## src/gpeh_pkg.sv

```systemverilog
// Package with register map and reset values of the port E to H block
package gpeh_pkg;
  // ------------------------------------------------------------
  // Register indices (byte address is four times the index)
  // ------------------------------------------------------------
  localparam logic [3:0] IDX_PORT_E_DATA = 4'h8;
  localparam logic [3:0] IDX_PORT_F_DATA = 4'h9;
  localparam logic [3:0] IDX_PORT_G_DATA = 4'hA;
  localparam logic [3:0] IDX_PORT_H_DATA = 4'hB;
  localparam logic [3:0] IDX_PORT_E_DIRECTION = 4'hC;
  localparam logic [3:0] IDX_PORT_F_DIRECTION = 4'hD;
  localparam logic [3:0] IDX_PORT_G_DIRECTION = 4'hE;
  localparam logic [3:0] IDX_PORT_H_DIRECTION = 4'hF;
  // ------------------------------------------------------------
  // Widths and reset values
  // ------------------------------------------------------------
  localparam int E_W = 8;
  localparam int F_W = 7;
  localparam int G_W = 3;
  localparam int H_W = 2;
  localparam int ADR_W = 6;
  localparam int IDX_LSB = 2;
  localparam logic [E_W-1:0] PORT_E_DIRECTION_RST = 8'h00;
  localparam logic [F_W-1:0] PORT_F_DIRECTION_RST = 7'h00;
  localparam logic [G_W-1:0] PORT_G_DIRECTION_RST = 3'h0;
  localparam logic [H_W-1:0] PORT_H_DIRECTION_RST = 2'h0;
  // ------------------------------------------------------------
  // Field positions of peripheral pins
  // ------------------------------------------------------------
  localparam int F_TIMER_A_LSB = 0;
  localparam int F_TIMER_A_N = 4;
  localparam int F_TIMER_B_LSB = 4;
  localparam int F_TIMER_B_N = 2;
  localparam int KEYPAD_G_LSB = 0;
  localparam int KEYPAD_H_LSB = 3;
  localparam int KEYPAD_N = 5;
endpackage

```

## src/gpeh_ports.sv

```systemverilog
// General-purpose I/O logic for ports E, F, G and H with a Wishbone slave
`timescale 1ns/1ns
// Functional notes
// Direction one enables the pin driver; zero leaves the pin a high-impedance input.
// Reset clears all eight port E direction bits.
// Port E read gives latch where direction is one, pin level otherwise.
// Data writes always update latches; input pins still read the pin.
// Software should load the latch before turning a direction bit to output.
// Port F has seven read/write latch bits that reset leaves alone.
// Port F pins 3..0 are timer A channels 3..0, pins 5..4 timer B 1..0.
// Timer-owned port F pins ignore direction for driving, keep it for readback.
// Port F read gives latch where direction is one, pin level otherwise.
// Reset clears the seven port F direction bits.
// Port G has three read/write latch bits untouched by reset, each with direction.
// Reset clears the three port G direction bits.
// Port G read gives latch where direction is set, pin level otherwise.
// Keypad enable bits 2..0 turn port G pins into interrupt inputs.
// Port H has a two-bit read/write latch with per-pin direction.
// Keypad enable bits 4..3 turn port H pins into interrupt inputs.
// Reset clears both port H direction bits.
// Port H read gives latch where direction is one, pin level otherwise.
// Peripheral-owned port E pins ignore direction for driving, keep it for readback.
// A peripheral-owned pin takes its drive value and enable from the peripheral.
module gpeh_ports (
  input wire logic CLK,
  input wire logic RST_N,
  // Wishbone classic slave
  input wire logic WB_CYC_I,
  input wire logic WB_STB_I,
  input wire logic WB_WE_I,
  input wire logic [gpeh_pkg::ADR_W-1:0] WB_ADR_I,
  input wire logic [3:0] WB_SEL_I,
  input wire logic [31:0] WB_DAT_I,
  output logic [31:0] WB_DAT_O,
  output logic WB_ACK_O,
  // Port E pins and peripheral takeover (serial, timer)
  input wire logic [gpeh_pkg::E_W-1:0] PE_IN,
  output logic [gpeh_pkg::E_W-1:0] PE_OUT,
  output logic [gpeh_pkg::E_W-1:0] PE_OE,
  input wire logic [gpeh_pkg::E_W-1:0] PE_PERIPH_OWN,
  input wire logic [gpeh_pkg::E_W-1:0] PE_PERIPH_OUT,
  input wire logic [gpeh_pkg::E_W-1:0] PE_PERIPH_OE,
  // Port F pins and timer channels
  input wire logic [gpeh_pkg::F_W-1:0] PF_IN,
  output logic [gpeh_pkg::F_W-1:0] PF_OUT,
  output logic [gpeh_pkg::F_W-1:0] PF_OE,
  input wire logic [2*gpeh_pkg::F_TIMER_A_N-1:0] TIMER_A_CHANNEL_EDGE_LEVEL_SELECT,
  input wire logic [gpeh_pkg::F_TIMER_A_N-1:0] TIMER_A_CHANNEL_PIN_OUT,
  input wire logic [gpeh_pkg::F_TIMER_A_N-1:0] TIMER_A_CHANNEL_PIN_OE,
  input wire logic [2*gpeh_pkg::F_TIMER_B_N-1:0] TIMER_B_CHANNEL_EDGE_LEVEL_SELECT,
  input wire logic [gpeh_pkg::F_TIMER_B_N-1:0] TIMER_B_CHANNEL_PIN_OUT,
  input wire logic [gpeh_pkg::F_TIMER_B_N-1:0] TIMER_B_CHANNEL_PIN_OE,
  output logic [gpeh_pkg::F_TIMER_A_N-1:0] TIMER_A_CHANNEL_PIN_IN,
  output logic [gpeh_pkg::F_TIMER_B_N-1:0] TIMER_B_CHANNEL_PIN_IN,
  // Port G and H pins and keypad inputs
  input wire logic [gpeh_pkg::G_W-1:0] PG_IN,
  output logic [gpeh_pkg::G_W-1:0] PG_OUT,
  output logic [gpeh_pkg::G_W-1:0] PG_OE,
  input wire logic [gpeh_pkg::H_W-1:0] PH_IN,
  output logic [gpeh_pkg::H_W-1:0] PH_OUT,
  output logic [gpeh_pkg::H_W-1:0] PH_OE,
  input wire logic [gpeh_pkg::KEYPAD_N-1:0] KEYPAD_INTERRUPT_ENABLE,
  output logic [gpeh_pkg::KEYPAD_N-1:0] KEYPAD_INPUT
);

  // ------------------------------------------------------------
  // Helpers
  // ------------------------------------------------------------
  function automatic logic [7:0] readback(input logic [7:0] dir, input logic [7:0] latch,
                                          input logic [7:0] pin);
    readback = (dir & latch) | (~dir & pin);
  endfunction

  // Register select, shared by every write strobe
  function automatic logic reg_hit(input logic [3:0] sel_idx, input logic [3:0] target);
    reg_hit = (sel_idx == target);
  endfunction

  // ------------------------------------------------------------
  // Storage
  // ------------------------------------------------------------
  logic [gpeh_pkg::E_W-1:0] port_e_data_ff;
  logic [gpeh_pkg::F_W-1:0] port_f_data_ff;
  logic [gpeh_pkg::G_W-1:0] port_g_data_ff;
  logic [gpeh_pkg::H_W-1:0] port_h_data_ff;
  logic [gpeh_pkg::E_W-1:0] port_e_direction_ff;
  logic [gpeh_pkg::F_W-1:0] port_f_direction_ff;
  logic [gpeh_pkg::G_W-1:0] port_g_direction_ff;
  logic [gpeh_pkg::H_W-1:0] port_h_direction_ff;
  logic ack_ff;
  logic [31:0] rdata_ff;
  logic [31:0] nxt_rdata;
  logic req;
  logic wr_now;
  logic [3:0] idx;
  logic [7:0] wbyte;
  logic [gpeh_pkg::F_W-1:0] f_owned;
  logic [gpeh_pkg::F_W-1:0] f_periph_out;
  logic [gpeh_pkg::F_W-1:0] f_periph_oe;
  logic [gpeh_pkg::KEYPAD_N-1:0] kbd_gh_pins;
  logic nxt_ack;
  logic take_req;
  logic lane0;
  logic wr_e_data;
  logic wr_f_data;
  logic wr_g_data;
  logic wr_h_data;
  logic wr_e_dir;
  logic wr_f_dir;
  logic wr_g_dir;
  logic wr_h_dir;
  logic [7:0] rd_e;
  logic [7:0] rd_f;
  logic [7:0] rd_g;
  logic [7:0] rd_h;
  logic [gpeh_pkg::G_W-1:0] g_keypad_on;
  logic [gpeh_pkg::H_W-1:0] h_keypad_on;

  assign req = WB_CYC_I & WB_STB_I;
  assign idx = WB_ADR_I[gpeh_pkg::IDX_LSB +: 4];
  assign wbyte = WB_DAT_I[7:0];
  // Only byte lane 0 carries a register; other lanes are ignored
  assign lane0 = WB_SEL_I[0];
  // Write lands on the edge where the master samples ack
  assign wr_now = req & WB_WE_I & ack_ff & lane0;
  // Capture once per access, so read data stands until the next one
  assign take_req = req & ~ack_ff;
  assign nxt_ack = take_req;

  // ------------------------------------------------------------
  // Bus handshake
  // ------------------------------------------------------------
  always_ff @(posedge CLK) begin
    if (!RST_N) begin
      ack_ff <= 1'b0;
    end else begin
      ack_ff <= nxt_ack;
    end
  end

  always_ff @(posedge CLK) begin
    if (!RST_N) begin
      rdata_ff <= 32'h0000_0000;
    end else if (take_req) begin
      rdata_ff <= nxt_rdata;
    end
  end

  assign WB_ACK_O = ack_ff;
  assign WB_DAT_O = rdata_ff;

  // ------------------------------------------------------------
  // Per-port readback, direction picks latch or pin
  // ------------------------------------------------------------
  assign rd_e = readback(port_e_direction_ff, port_e_data_ff, PE_IN);
  assign rd_f = readback({1'b0, port_f_direction_ff}, {1'b0, port_f_data_ff},
                         {1'b0, PF_IN});
  assign rd_g = readback({5'h00, port_g_direction_ff}, {5'h00, port_g_data_ff},
                         {5'h00, PG_IN});
  assign rd_h = readback({6'h00, port_h_direction_ff}, {6'h00, port_h_data_ff},
                         {6'h00, PH_IN});

  // ------------------------------------------------------------
  // Read mux, unmapped and reserved bits read zero
  // ------------------------------------------------------------
  always_comb begin
    nxt_rdata = 32'h0000_0000;
    case (idx)
      // port E latch or pin
      gpeh_pkg::IDX_PORT_E_DATA: begin
        nxt_rdata[7:0] = rd_e;
      end
      // port F latch or pin, R8 kept for timer pins
      gpeh_pkg::IDX_PORT_F_DATA: begin
        nxt_rdata[7:0] = rd_f;
      end
      // port G latch or pin
      gpeh_pkg::IDX_PORT_G_DATA: begin
        nxt_rdata[7:0] = rd_g;
      end
      // port H latch or pin
      gpeh_pkg::IDX_PORT_H_DATA: begin
        nxt_rdata[7:0] = rd_h;
      end
      gpeh_pkg::IDX_PORT_E_DIRECTION: begin
        nxt_rdata[7:0] = port_e_direction_ff;
      end
      gpeh_pkg::IDX_PORT_F_DIRECTION: begin
        nxt_rdata[6:0] = port_f_direction_ff;
      end
      gpeh_pkg::IDX_PORT_G_DIRECTION: begin
        nxt_rdata[2:0] = port_g_direction_ff;
      end
      gpeh_pkg::IDX_PORT_H_DIRECTION: begin
        nxt_rdata[1:0] = port_h_direction_ff;
      end
      default: begin
        nxt_rdata = 32'h0000_0000;
      end
    endcase
  end

  // ------------------------------------------------------------
  // Write strobes, one per register
  // ------------------------------------------------------------
  assign wr_e_data = wr_now & reg_hit(idx, gpeh_pkg::IDX_PORT_E_DATA);
  assign wr_f_data = wr_now & reg_hit(idx, gpeh_pkg::IDX_PORT_F_DATA);
  assign wr_g_data = wr_now & reg_hit(idx, gpeh_pkg::IDX_PORT_G_DATA);
  assign wr_h_data = wr_now & reg_hit(idx, gpeh_pkg::IDX_PORT_H_DATA);
  assign wr_e_dir = wr_now & reg_hit(idx, gpeh_pkg::IDX_PORT_E_DIRECTION);
  assign wr_f_dir = wr_now & reg_hit(idx, gpeh_pkg::IDX_PORT_F_DIRECTION);
  assign wr_g_dir = wr_now & reg_hit(idx, gpeh_pkg::IDX_PORT_G_DIRECTION);
  assign wr_h_dir = wr_now & reg_hit(idx, gpeh_pkg::IDX_PORT_H_DIRECTION);

  // ------------------------------------------------------------
  // Data latches, no reset so contents survive it
  // ------------------------------------------------------------
  // latches written whatever the direction
  always_ff @(posedge CLK) begin
    if (wr_e_data) begin
      port_e_data_ff <= wbyte;
    end
  end

  // port F latch untouched by reset
  always_ff @(posedge CLK) begin
    if (wr_f_data) begin
      port_f_data_ff <= wbyte[gpeh_pkg::F_W-1:0];
    end
  end

  // port G latch untouched by reset
  always_ff @(posedge CLK) begin
    if (wr_g_data) begin
      port_g_data_ff <= wbyte[gpeh_pkg::G_W-1:0];
    end
  end

  // port H two-bit latch
  always_ff @(posedge CLK) begin
    if (wr_h_data) begin
      port_h_data_ff <= wbyte[gpeh_pkg::H_W-1:0];
    end
  end

  // ------------------------------------------------------------
  // Direction registers
  // ------------------------------------------------------------
  // Reset wins, so a write in a reset cycle is lost
  // port E directions cleared
  always_ff @(posedge CLK) begin
    if (!RST_N) begin
      port_e_direction_ff <= gpeh_pkg::PORT_E_DIRECTION_RST;
    end else if (wr_e_dir) begin
      port_e_direction_ff <= wbyte;
    end
  end

  // port F directions cleared
  always_ff @(posedge CLK) begin
    if (!RST_N) begin
      port_f_direction_ff <= gpeh_pkg::PORT_F_DIRECTION_RST;
    end else if (wr_f_dir) begin
      port_f_direction_ff <= wbyte[gpeh_pkg::F_W-1:0];
    end
  end

  // port G directions cleared
  always_ff @(posedge CLK) begin
    if (!RST_N) begin
      port_g_direction_ff <= gpeh_pkg::PORT_G_DIRECTION_RST;
    end else if (wr_g_dir) begin
      port_g_direction_ff <= wbyte[gpeh_pkg::G_W-1:0];
    end
  end

  // port H directions cleared
  always_ff @(posedge CLK) begin
    if (!RST_N) begin
      port_h_direction_ff <= gpeh_pkg::PORT_H_DIRECTION_RST;
    end else if (wr_h_dir) begin
      port_h_direction_ff <= wbyte[gpeh_pkg::H_W-1:0];
    end
  end

  // ------------------------------------------------------------
  // Port F timer ownership
  // ------------------------------------------------------------
  // a nonzero edge/level select hands the pin to its channel
  always_comb begin
    f_owned = '0;
    f_periph_out = '0;
    f_periph_oe = '0;
    for (int i = 0; i < gpeh_pkg::F_TIMER_A_N; i++) begin
      f_owned[gpeh_pkg::F_TIMER_A_LSB + i] = |TIMER_A_CHANNEL_EDGE_LEVEL_SELECT[2*i +: 2];
      f_periph_out[gpeh_pkg::F_TIMER_A_LSB + i] = TIMER_A_CHANNEL_PIN_OUT[i];
      f_periph_oe[gpeh_pkg::F_TIMER_A_LSB + i] = TIMER_A_CHANNEL_PIN_OE[i];
    end
    for (int i = 0; i < gpeh_pkg::F_TIMER_B_N; i++) begin
      f_owned[gpeh_pkg::F_TIMER_B_LSB + i] = |TIMER_B_CHANNEL_EDGE_LEVEL_SELECT[2*i +: 2];
      f_periph_out[gpeh_pkg::F_TIMER_B_LSB + i] = TIMER_B_CHANNEL_PIN_OUT[i];
      f_periph_oe[gpeh_pkg::F_TIMER_B_LSB + i] = TIMER_B_CHANNEL_PIN_OE[i];
    end
  end

  // Timers always see the pin, owned or not
  assign TIMER_A_CHANNEL_PIN_IN = PF_IN[gpeh_pkg::F_TIMER_A_LSB +: gpeh_pkg::F_TIMER_A_N];
  assign TIMER_B_CHANNEL_PIN_IN = PF_IN[gpeh_pkg::F_TIMER_B_LSB +: gpeh_pkg::F_TIMER_B_N];

  // ------------------------------------------------------------
  // Pin drivers
  // ------------------------------------------------------------
  // direction bit gates the driver
  // serial and timer pins of port E bypass direction
  // owner supplies value and enable
  // Drive values follow the latch even while the driver is off
  assign PE_OUT = (PE_PERIPH_OWN & PE_PERIPH_OUT) | (~PE_PERIPH_OWN & port_e_data_ff);
  assign PE_OE = (PE_PERIPH_OWN & PE_PERIPH_OE) | (~PE_PERIPH_OWN & port_e_direction_ff);

  // timer-owned port F pins bypass direction
  assign PF_OUT = (f_owned & f_periph_out) | (~f_owned & port_f_data_ff);
  assign PF_OE = (f_owned & f_periph_oe) | (~f_owned & port_f_direction_ff);

  // keypad-enabled port G pins become inputs
  // keypad-enabled port H pins become inputs
  assign PG_OUT = port_g_data_ff;
  assign g_keypad_on = KEYPAD_INTERRUPT_ENABLE[gpeh_pkg::KEYPAD_G_LSB +: gpeh_pkg::G_W];
  assign h_keypad_on = KEYPAD_INTERRUPT_ENABLE[gpeh_pkg::KEYPAD_H_LSB +: gpeh_pkg::H_W];
  // Keypad pins must not fight the key matrix, so the driver is forced off
  assign PG_OE = port_g_direction_ff & ~g_keypad_on;
  assign PH_OUT = port_h_data_ff;
  assign PH_OE = port_h_direction_ff & ~h_keypad_on;

  // Keypad sees the pin only while its enable is set
  assign kbd_gh_pins = {PH_IN, PG_IN};
  assign KEYPAD_INPUT = kbd_gh_pins & KEYPAD_INTERRUPT_ENABLE;

endmodule

```

## config.mk

```make
export PLATFORM = sky130hd
export DESIGN_NAME = gpeh_ports
export DESIGN_NICKNAME = d
export VERILOG_FILES = /design/src/gpeh_pkg.sv /design/src/gpeh_ports.sv
export SDC_FILE = /design/constraint.sdc
export NUM_CORES = 1
export LEC_CHECK = 0
export ABC_AREA = 0
export BUFFER_PORTS_ARGS = -buffer_cell sky130_fd_sc_hd__buf_2
export CORE_MARGIN = 5
export CORE_UTILIZATION = 37
export DETAILED_ROUTE_END_ITERATION = 10
export PLACE_DENSITY = 0.81
export SLEW_MARGIN = 20
export SYNTH_ARGS = -nofsm -noshare
export SYNTH_HDL_FRONTEND = slang
export SYNTH_SLANG_ARGS = --single-unit
```

## constraint.sdc

```tcl
create_clock -name CLK -period 1.85 [get_ports CLK]
set_input_delay 0.37 -clock CLK [delete_from_list [all_inputs] [get_ports CLK]]
set_output_delay 0.37 -clock CLK [all_outputs]
set_load 0.02 [all_outputs]
```

; Word level (Yosys, flattened, before mapping)
; Cells that the tools add are included.
[op_classes]
eq_ne = 8
muxes = 4
bitwise = 49
reduce_logical = 6
[ops]
columns = op, count
row1 = 8-bit AND, 6
row2 = "4-bit equality test, second input constant", 8
row3 = 8-bit OR, 3
row4 = 4-bit case mux with 6 select lines, 1
row5 = 7-bit AND, 3
row6 = 8-bit NOT, 2
row7 = 2-bit case mux with 8 select lines, 1
row8 = 6-bit by 7-bit OR with 7-bit output, 2
row9 = 1-bit AND, 13
row10 = 6-bit AND, 2
row11 = 2-bit OR reduction, 6
row12 = 8-bit by 2-bit AND with 8-bit output, 1
row13 = 8-bit by 3-bit AND with 8-bit output, 1
row14 = 8-bit by 7-bit AND with 8-bit output, 1
row15 = 2-bit NOT with 8-bit output, 1
row16 = 3-bit NOT with 8-bit output, 1
row17 = 7-bit NOT with 8-bit output, 1
row18 = 2-bit by 8-bit OR with 8-bit output, 1
row19 = 3-bit by 8-bit OR with 8-bit output, 1
row20 = 7-bit by 8-bit OR with 8-bit output, 1
row21 = 6-bit NOT with 7-bit output, 1
row22 = 1-bit case mux with 7 select lines, 1
row23 = 3-bit AND, 2
row24 = 5-bit AND, 1
row25 = other kinds (5), 6
[totals]
inputBits = 120
regBits = 49
word_cells = 77
out_inout_bits = 84

; Logic depth before layout (Yosys ltp)
[logic_depth]
ltp_word = 5
ltp_mapped = 6
ltp_nobuf = 4

; Worst setup path before layout
; Ideal clock, no wire load.
[synth_timing]
kind = input to register
start = in WB_ADR_I[3] in the netlist's numbering
end = reg port_e_data_ff[0] in the netlist's numbering (enable)
t_required_ns = 1.480
t_arrival_ns = 1.492
stages = 2
slack_ns = -0.012
setup_time_ns = 0.370
path_cell_list = or4b_2 nor2_1
[synth_between]
elab_chain_len = 2
[synth_rtl]
columns = element, line
row1 = from (decl), gpeh_ports.sv:31  ; input wire logic [gpeh_pkg::ADR_W-1:0] WB_ADR_I,
row2 = 4-bit equality test, gpeh_ports.sv:76  ; reg_hit = (sel_idx == target);
row3 = 1-bit AND, gpeh_ports.sv:206  ; assign wr_e_data = wr_now & reg_hit(idx, gpeh_pkg::IDX_PORT_E_DATA);
row4 = via wr_e_data, gpeh_ports.sv:104  ; logic wr_e_data;
row5 = to (signal assigned), gpeh_ports.sv:221  ; port_e_data_ff <= wbyte;
row6 = to (decl), gpeh_ports.sv:82  ; logic [gpeh_pkg::E_W-1:0] port_e_data_ff;
; The timed path passes the listed nets, and every way through them passes these cells.
; A chain may end at the register's enable or synchronous reset.

; Final worst setup path
[layout_timing]
start = reg ack_ff (netlist: WB_ACK_O)
end = reg port_g_direction_ff[0] in the netlist's numbering
[layout_between]
elab_chain_len = 3
[layout_rtl]
columns = element, line
row1 = from (decl), gpeh_ports.sv:90  ; logic ack_ff;
row2 = from (signal assigned), gpeh_ports.sv:137  ; ack_ff <= nxt_ack;
row3 = 1-bit AND (2 in a row), gpeh_ports.sv:125  ; assign wr_now = req & WB_WE_I & ack_ff & lane0;
row4 = 1-bit AND, gpeh_ports.sv:212  ; assign wr_g_dir = wr_now & reg_hit(idx, gpeh_pkg::IDX_PORT_G_DIRECTION);
row5 = to (signal assigned), gpeh_ports.sv:271  ; port_g_direction_ff <= gpeh_pkg::PORT_G_DIRECTION_RST;
row6 = to (signal assigned), gpeh_ports.sv:273  ; port_g_direction_ff <= wbyte[gpeh_pkg::G_W-1:0];
row7 = to (decl), gpeh_ports.sv:88  ; logic [gpeh_pkg::G_W-1:0] port_g_direction_ff;
; No other way between the ends.

==> summary.txt <==
Critical path
  – Crit path launch: WB_ACK_O$_SDFF_PN0_
  – Startpoint Class: flop
  – Critical Path End: port_g_direction_ff[0]$_SDFFE_PN0P_
  – Worst reg-to-reg path cell count: 4
  – Req. time, crit path: between 2 and 2.5 ns
  – Critical-path top delay cell: or4b_1
  – CP Capture Type: flop
  – CP Max Fanout: 6
  – Buffer and inverter count on the worst path: 0
  – CP delay by family, top: simple AND/OR/NAND/NOR gates
  – Worst flop-to-flop path endpoint: port_g_direction_ff[0]$_SDFFE_PN0P_
  – Reg2reg start: WB_ACK_O$_SDFF_PN0_
  – CP peak stage delay: ~0.63 ns
  – CP arrival: 1.81 ns
  – CP Class: flop to flop
  – Register-to-register setup slack: around 0.22 ns
  – Critical path, cell by cell: and4_4 > nand2_4 > or4b_1 > mux2i_1
  – WP depth: 4

Final layout
  – Inserted Diodes: 0
  – Nets: about 570
  – Cell area after layout: around 3700 um^2
  – Syn-to-layout area delta: 32.0%
  – Layout cells sized above 1: 0.447

Power
  – VDD IR max: 394 uV
  – Lkg Pwr: ~1.7 nW
  – PwrDens: 605 nW/um^2

Yosys
  – Primary FF master, synth: dfxtp_1
  – Compound-cell area share of the yosys netlist: 0.123
  – XOR/XNOR share of the synthesized area: 0
  – Post-synth cell types: 37
  – Synth Area in Simple Gates: 0.171
  – Async set or reset register ratio after synthesis: 0
  – Post-synth EDFFs: 20
  – Synthesized area: roughly 2800 um^2
  – Adder-cell share of the synthesized area: 0
  – Synth Instances: about 300
  – Post-synthesis mux area share: 0.170
  – Sequential area share after synthesis: 0.418
  – Largest family of logic cells by synthesized area: simple AND/OR/NAND/NOR gates
  – Syn. warnings: 0
  – Syn avg cell area: approximately 9.5 um^2
  – Synth Register Bits: 49

Place
  – Placed wire-length estimate: roughly 7.1 mm
  – Placed cell area: approximately 3600 um^2
  – Buffers on Ports: 150
  – GP Congestion: slightly above 0.8

Global routing
  – Largest net degree at the start of global routing: 18
  – First-pass GRT wire length: 13.5 mm
  – Vias in the first global route: roughly 2,900
  – Overflow after GRT: 0
  – Total track usage: 0.172
  – Initial antenna violation count: 0

Die
  – Ports: 204
  – Die Y: just under 100 um
  – Initial cell density of the core: 0.386
  – Die Footprint: approximately 9500 um^2
  – Std cell rows: 31
  – Core ar.: roughly 7300 um^2
  – Die width: roughly 97 um

STA
  – Worst hold margin: between 0.2 and 0.3 ns
  – Final hold viol count: 0
  – Setup Viol. Count Final: 0
  – Setup tns final: 0 ns
  – Shortest period the worst path allows: roughly 1.6 ns
  – Tcrit/Tclk final: 0.880
  – RSZ-0062 raised after global routing: false
  – Layout Skew: about 0.0051 ns
  – Slew Limit Fails: 0
  – Maximum clock rate: between 0.6 and 0.7 GHz

Drt
  – Residual DRC: 0
  – Drt total wl: approximately 8.5 mm
  – Via density: 5.05
  – Post-DR wirelength/cell: between 15 and 20 um
  – Detailed Routing Iterations Pass 1: 5
  – Via count: around 2,800
  – Final ANT Viol Nets: 0
  – 1st-iter DRT viols: 100

Clock tree
  – Clock Sinks: 49
  – Worst skew pair latency: 0.29 ns
  – Post-CTS Hold Buffers: 0
  – CTS clk-pin slew, worst paths: roughly 0.090 ns
  – Total CTS buffers: 5
  – Postcts setup bufs: 0
  – Root buf cell: clkbuf_8
  – CTS tree: built
  – Bufs on Longest Clock Path: 2
  – H-tree Lvls: 2
  – Cts repair resizes: 0

Outcome
  – Status: finished, final reports clean

Flow run
  – Max-Cap Viols: 0

Worst hold path
  – HP Class: input pin to flop
  – Hold path start: WB_DAT_I[7]
[how the worst min path moves through the flow]
stage | to | slack [ns] | depth (start not counted)
final | port_e_data_ff[7]$_DFFE_PP_ | 0.26 | 1
after global routing | port_e_data_ff[7]$_DFFE_PP_ | 0.26 | 1
after CTS | port_e_data_ff[7]$_DFFE_PP_ | 0.26 | 1
after detailed placement | WB_DAT_O[1]$_SDFFE_PN0P_ | 0.45 | 2
after global placement | WB_DAT_O[7]$_SDFFE_PN0P_ | 0.44 | 2
after floorplan | port_e_direction_ff[3]$_SDFFE_PN0P_ | 0.46 | 2
[layout by cell type, fill, tap and decap left out, drive strengths merged, types with 18 or more instances in the layout]
cell,count
buf,167
conb,24
dfxtp,29
edfxtp,20
mux2,24
mux2i,21
nand2,25
nand3,21
nor2,18
o21ai,32
[synth_stat cells (all sizes together), types with 4 or more instances]
master,instances,share of area
o22ai,7,0.015
edfxtp,20,0.21
nor2,18,0.024
o21ai,32,0.057
nor2b,6,0.013
buf,36,0.092
o32ai,4,0.012
mux2,24,0.096
inv,10,0.013
mux2i,21,0.074
clkbuf,9,0.012
a311oi,4,0.012
dfxtp,29,0.21
nand3,21,0.037
and2,6,0.013
nand3b,4,0.011
nand2,25,0.036
[flip-flops by register name, indices dropped and copies added, names as in the netlist]
name	count
port_e_data_ff	8
PG_OUT	3
port_g_direction_ff	3
port_f_direction_ff	7
WB_DAT_O	8
PH_OUT	2
WB_ACK_O	1
port_e_direction_ff	8
port_h_direction_ff	2
port_f_data_ff	7
[layout make-up]
cell class,count,area [um^2]
clock buffer,7,97.6
clock inverter,1,8.76
fill,694,3600
inverter,10,37.5
multi-input combinational,218,1410
sequential,49,1180
tap,99,124
timing repair buffer,167,878
[layer usage]
layer | GRT usage | share of wire | vias to the layer above
met5 | 0 | 0 | -
met4 | 0.0501 | 0.019 | 0
met3 | 0.0488 | 0.087 | 16
met2 | 0.307 | 0.50 | 137
met1 | 0.199 | 0.39 | 1301
li1 | - | - | 1327
[cell families after synthesis]
kind of cell    Yosys count
other cells               1
compound gates           57
mux                      45
flops                    49
buf+inv                  55
simple gates             92
[report_power, final]
group / leakage [nW] / internal [mW] / switching (mW)
sequential: 0.413 / 1.12 / 0.00160
combinational: 1.21 / 0.173 / 0.253
clock: 0.0536 / 0.352 / 0.354
[worst reg2reg max path, cell delays in order (launching register included)]
cell and delay [ns]:
dfxtp_1 0.37, and4_4 0.28, nand2_4 0.09, or4b_1 0.63
mux2i_1 0.16
[stage by stage]
stage / worst slack [ns] / total power, mW / cells / utilization
3_5_place_dp: 0.0296 / 1.57 / 543 / 0.495
3_3_place_gp: 0.0365 / 1.57 / 543 / 0.495
5_1_grt: 0.200 / 2.35 / 551 / 0.509
4_1_cts: 0.232 / 2.27 / 551 / 0.509
2_1_floorplan: 0.121 / 1.43 / 322 / -
6_report: 0.222 / 2.26 / 551 / 0.509
(Power assumes the default switching activity.)
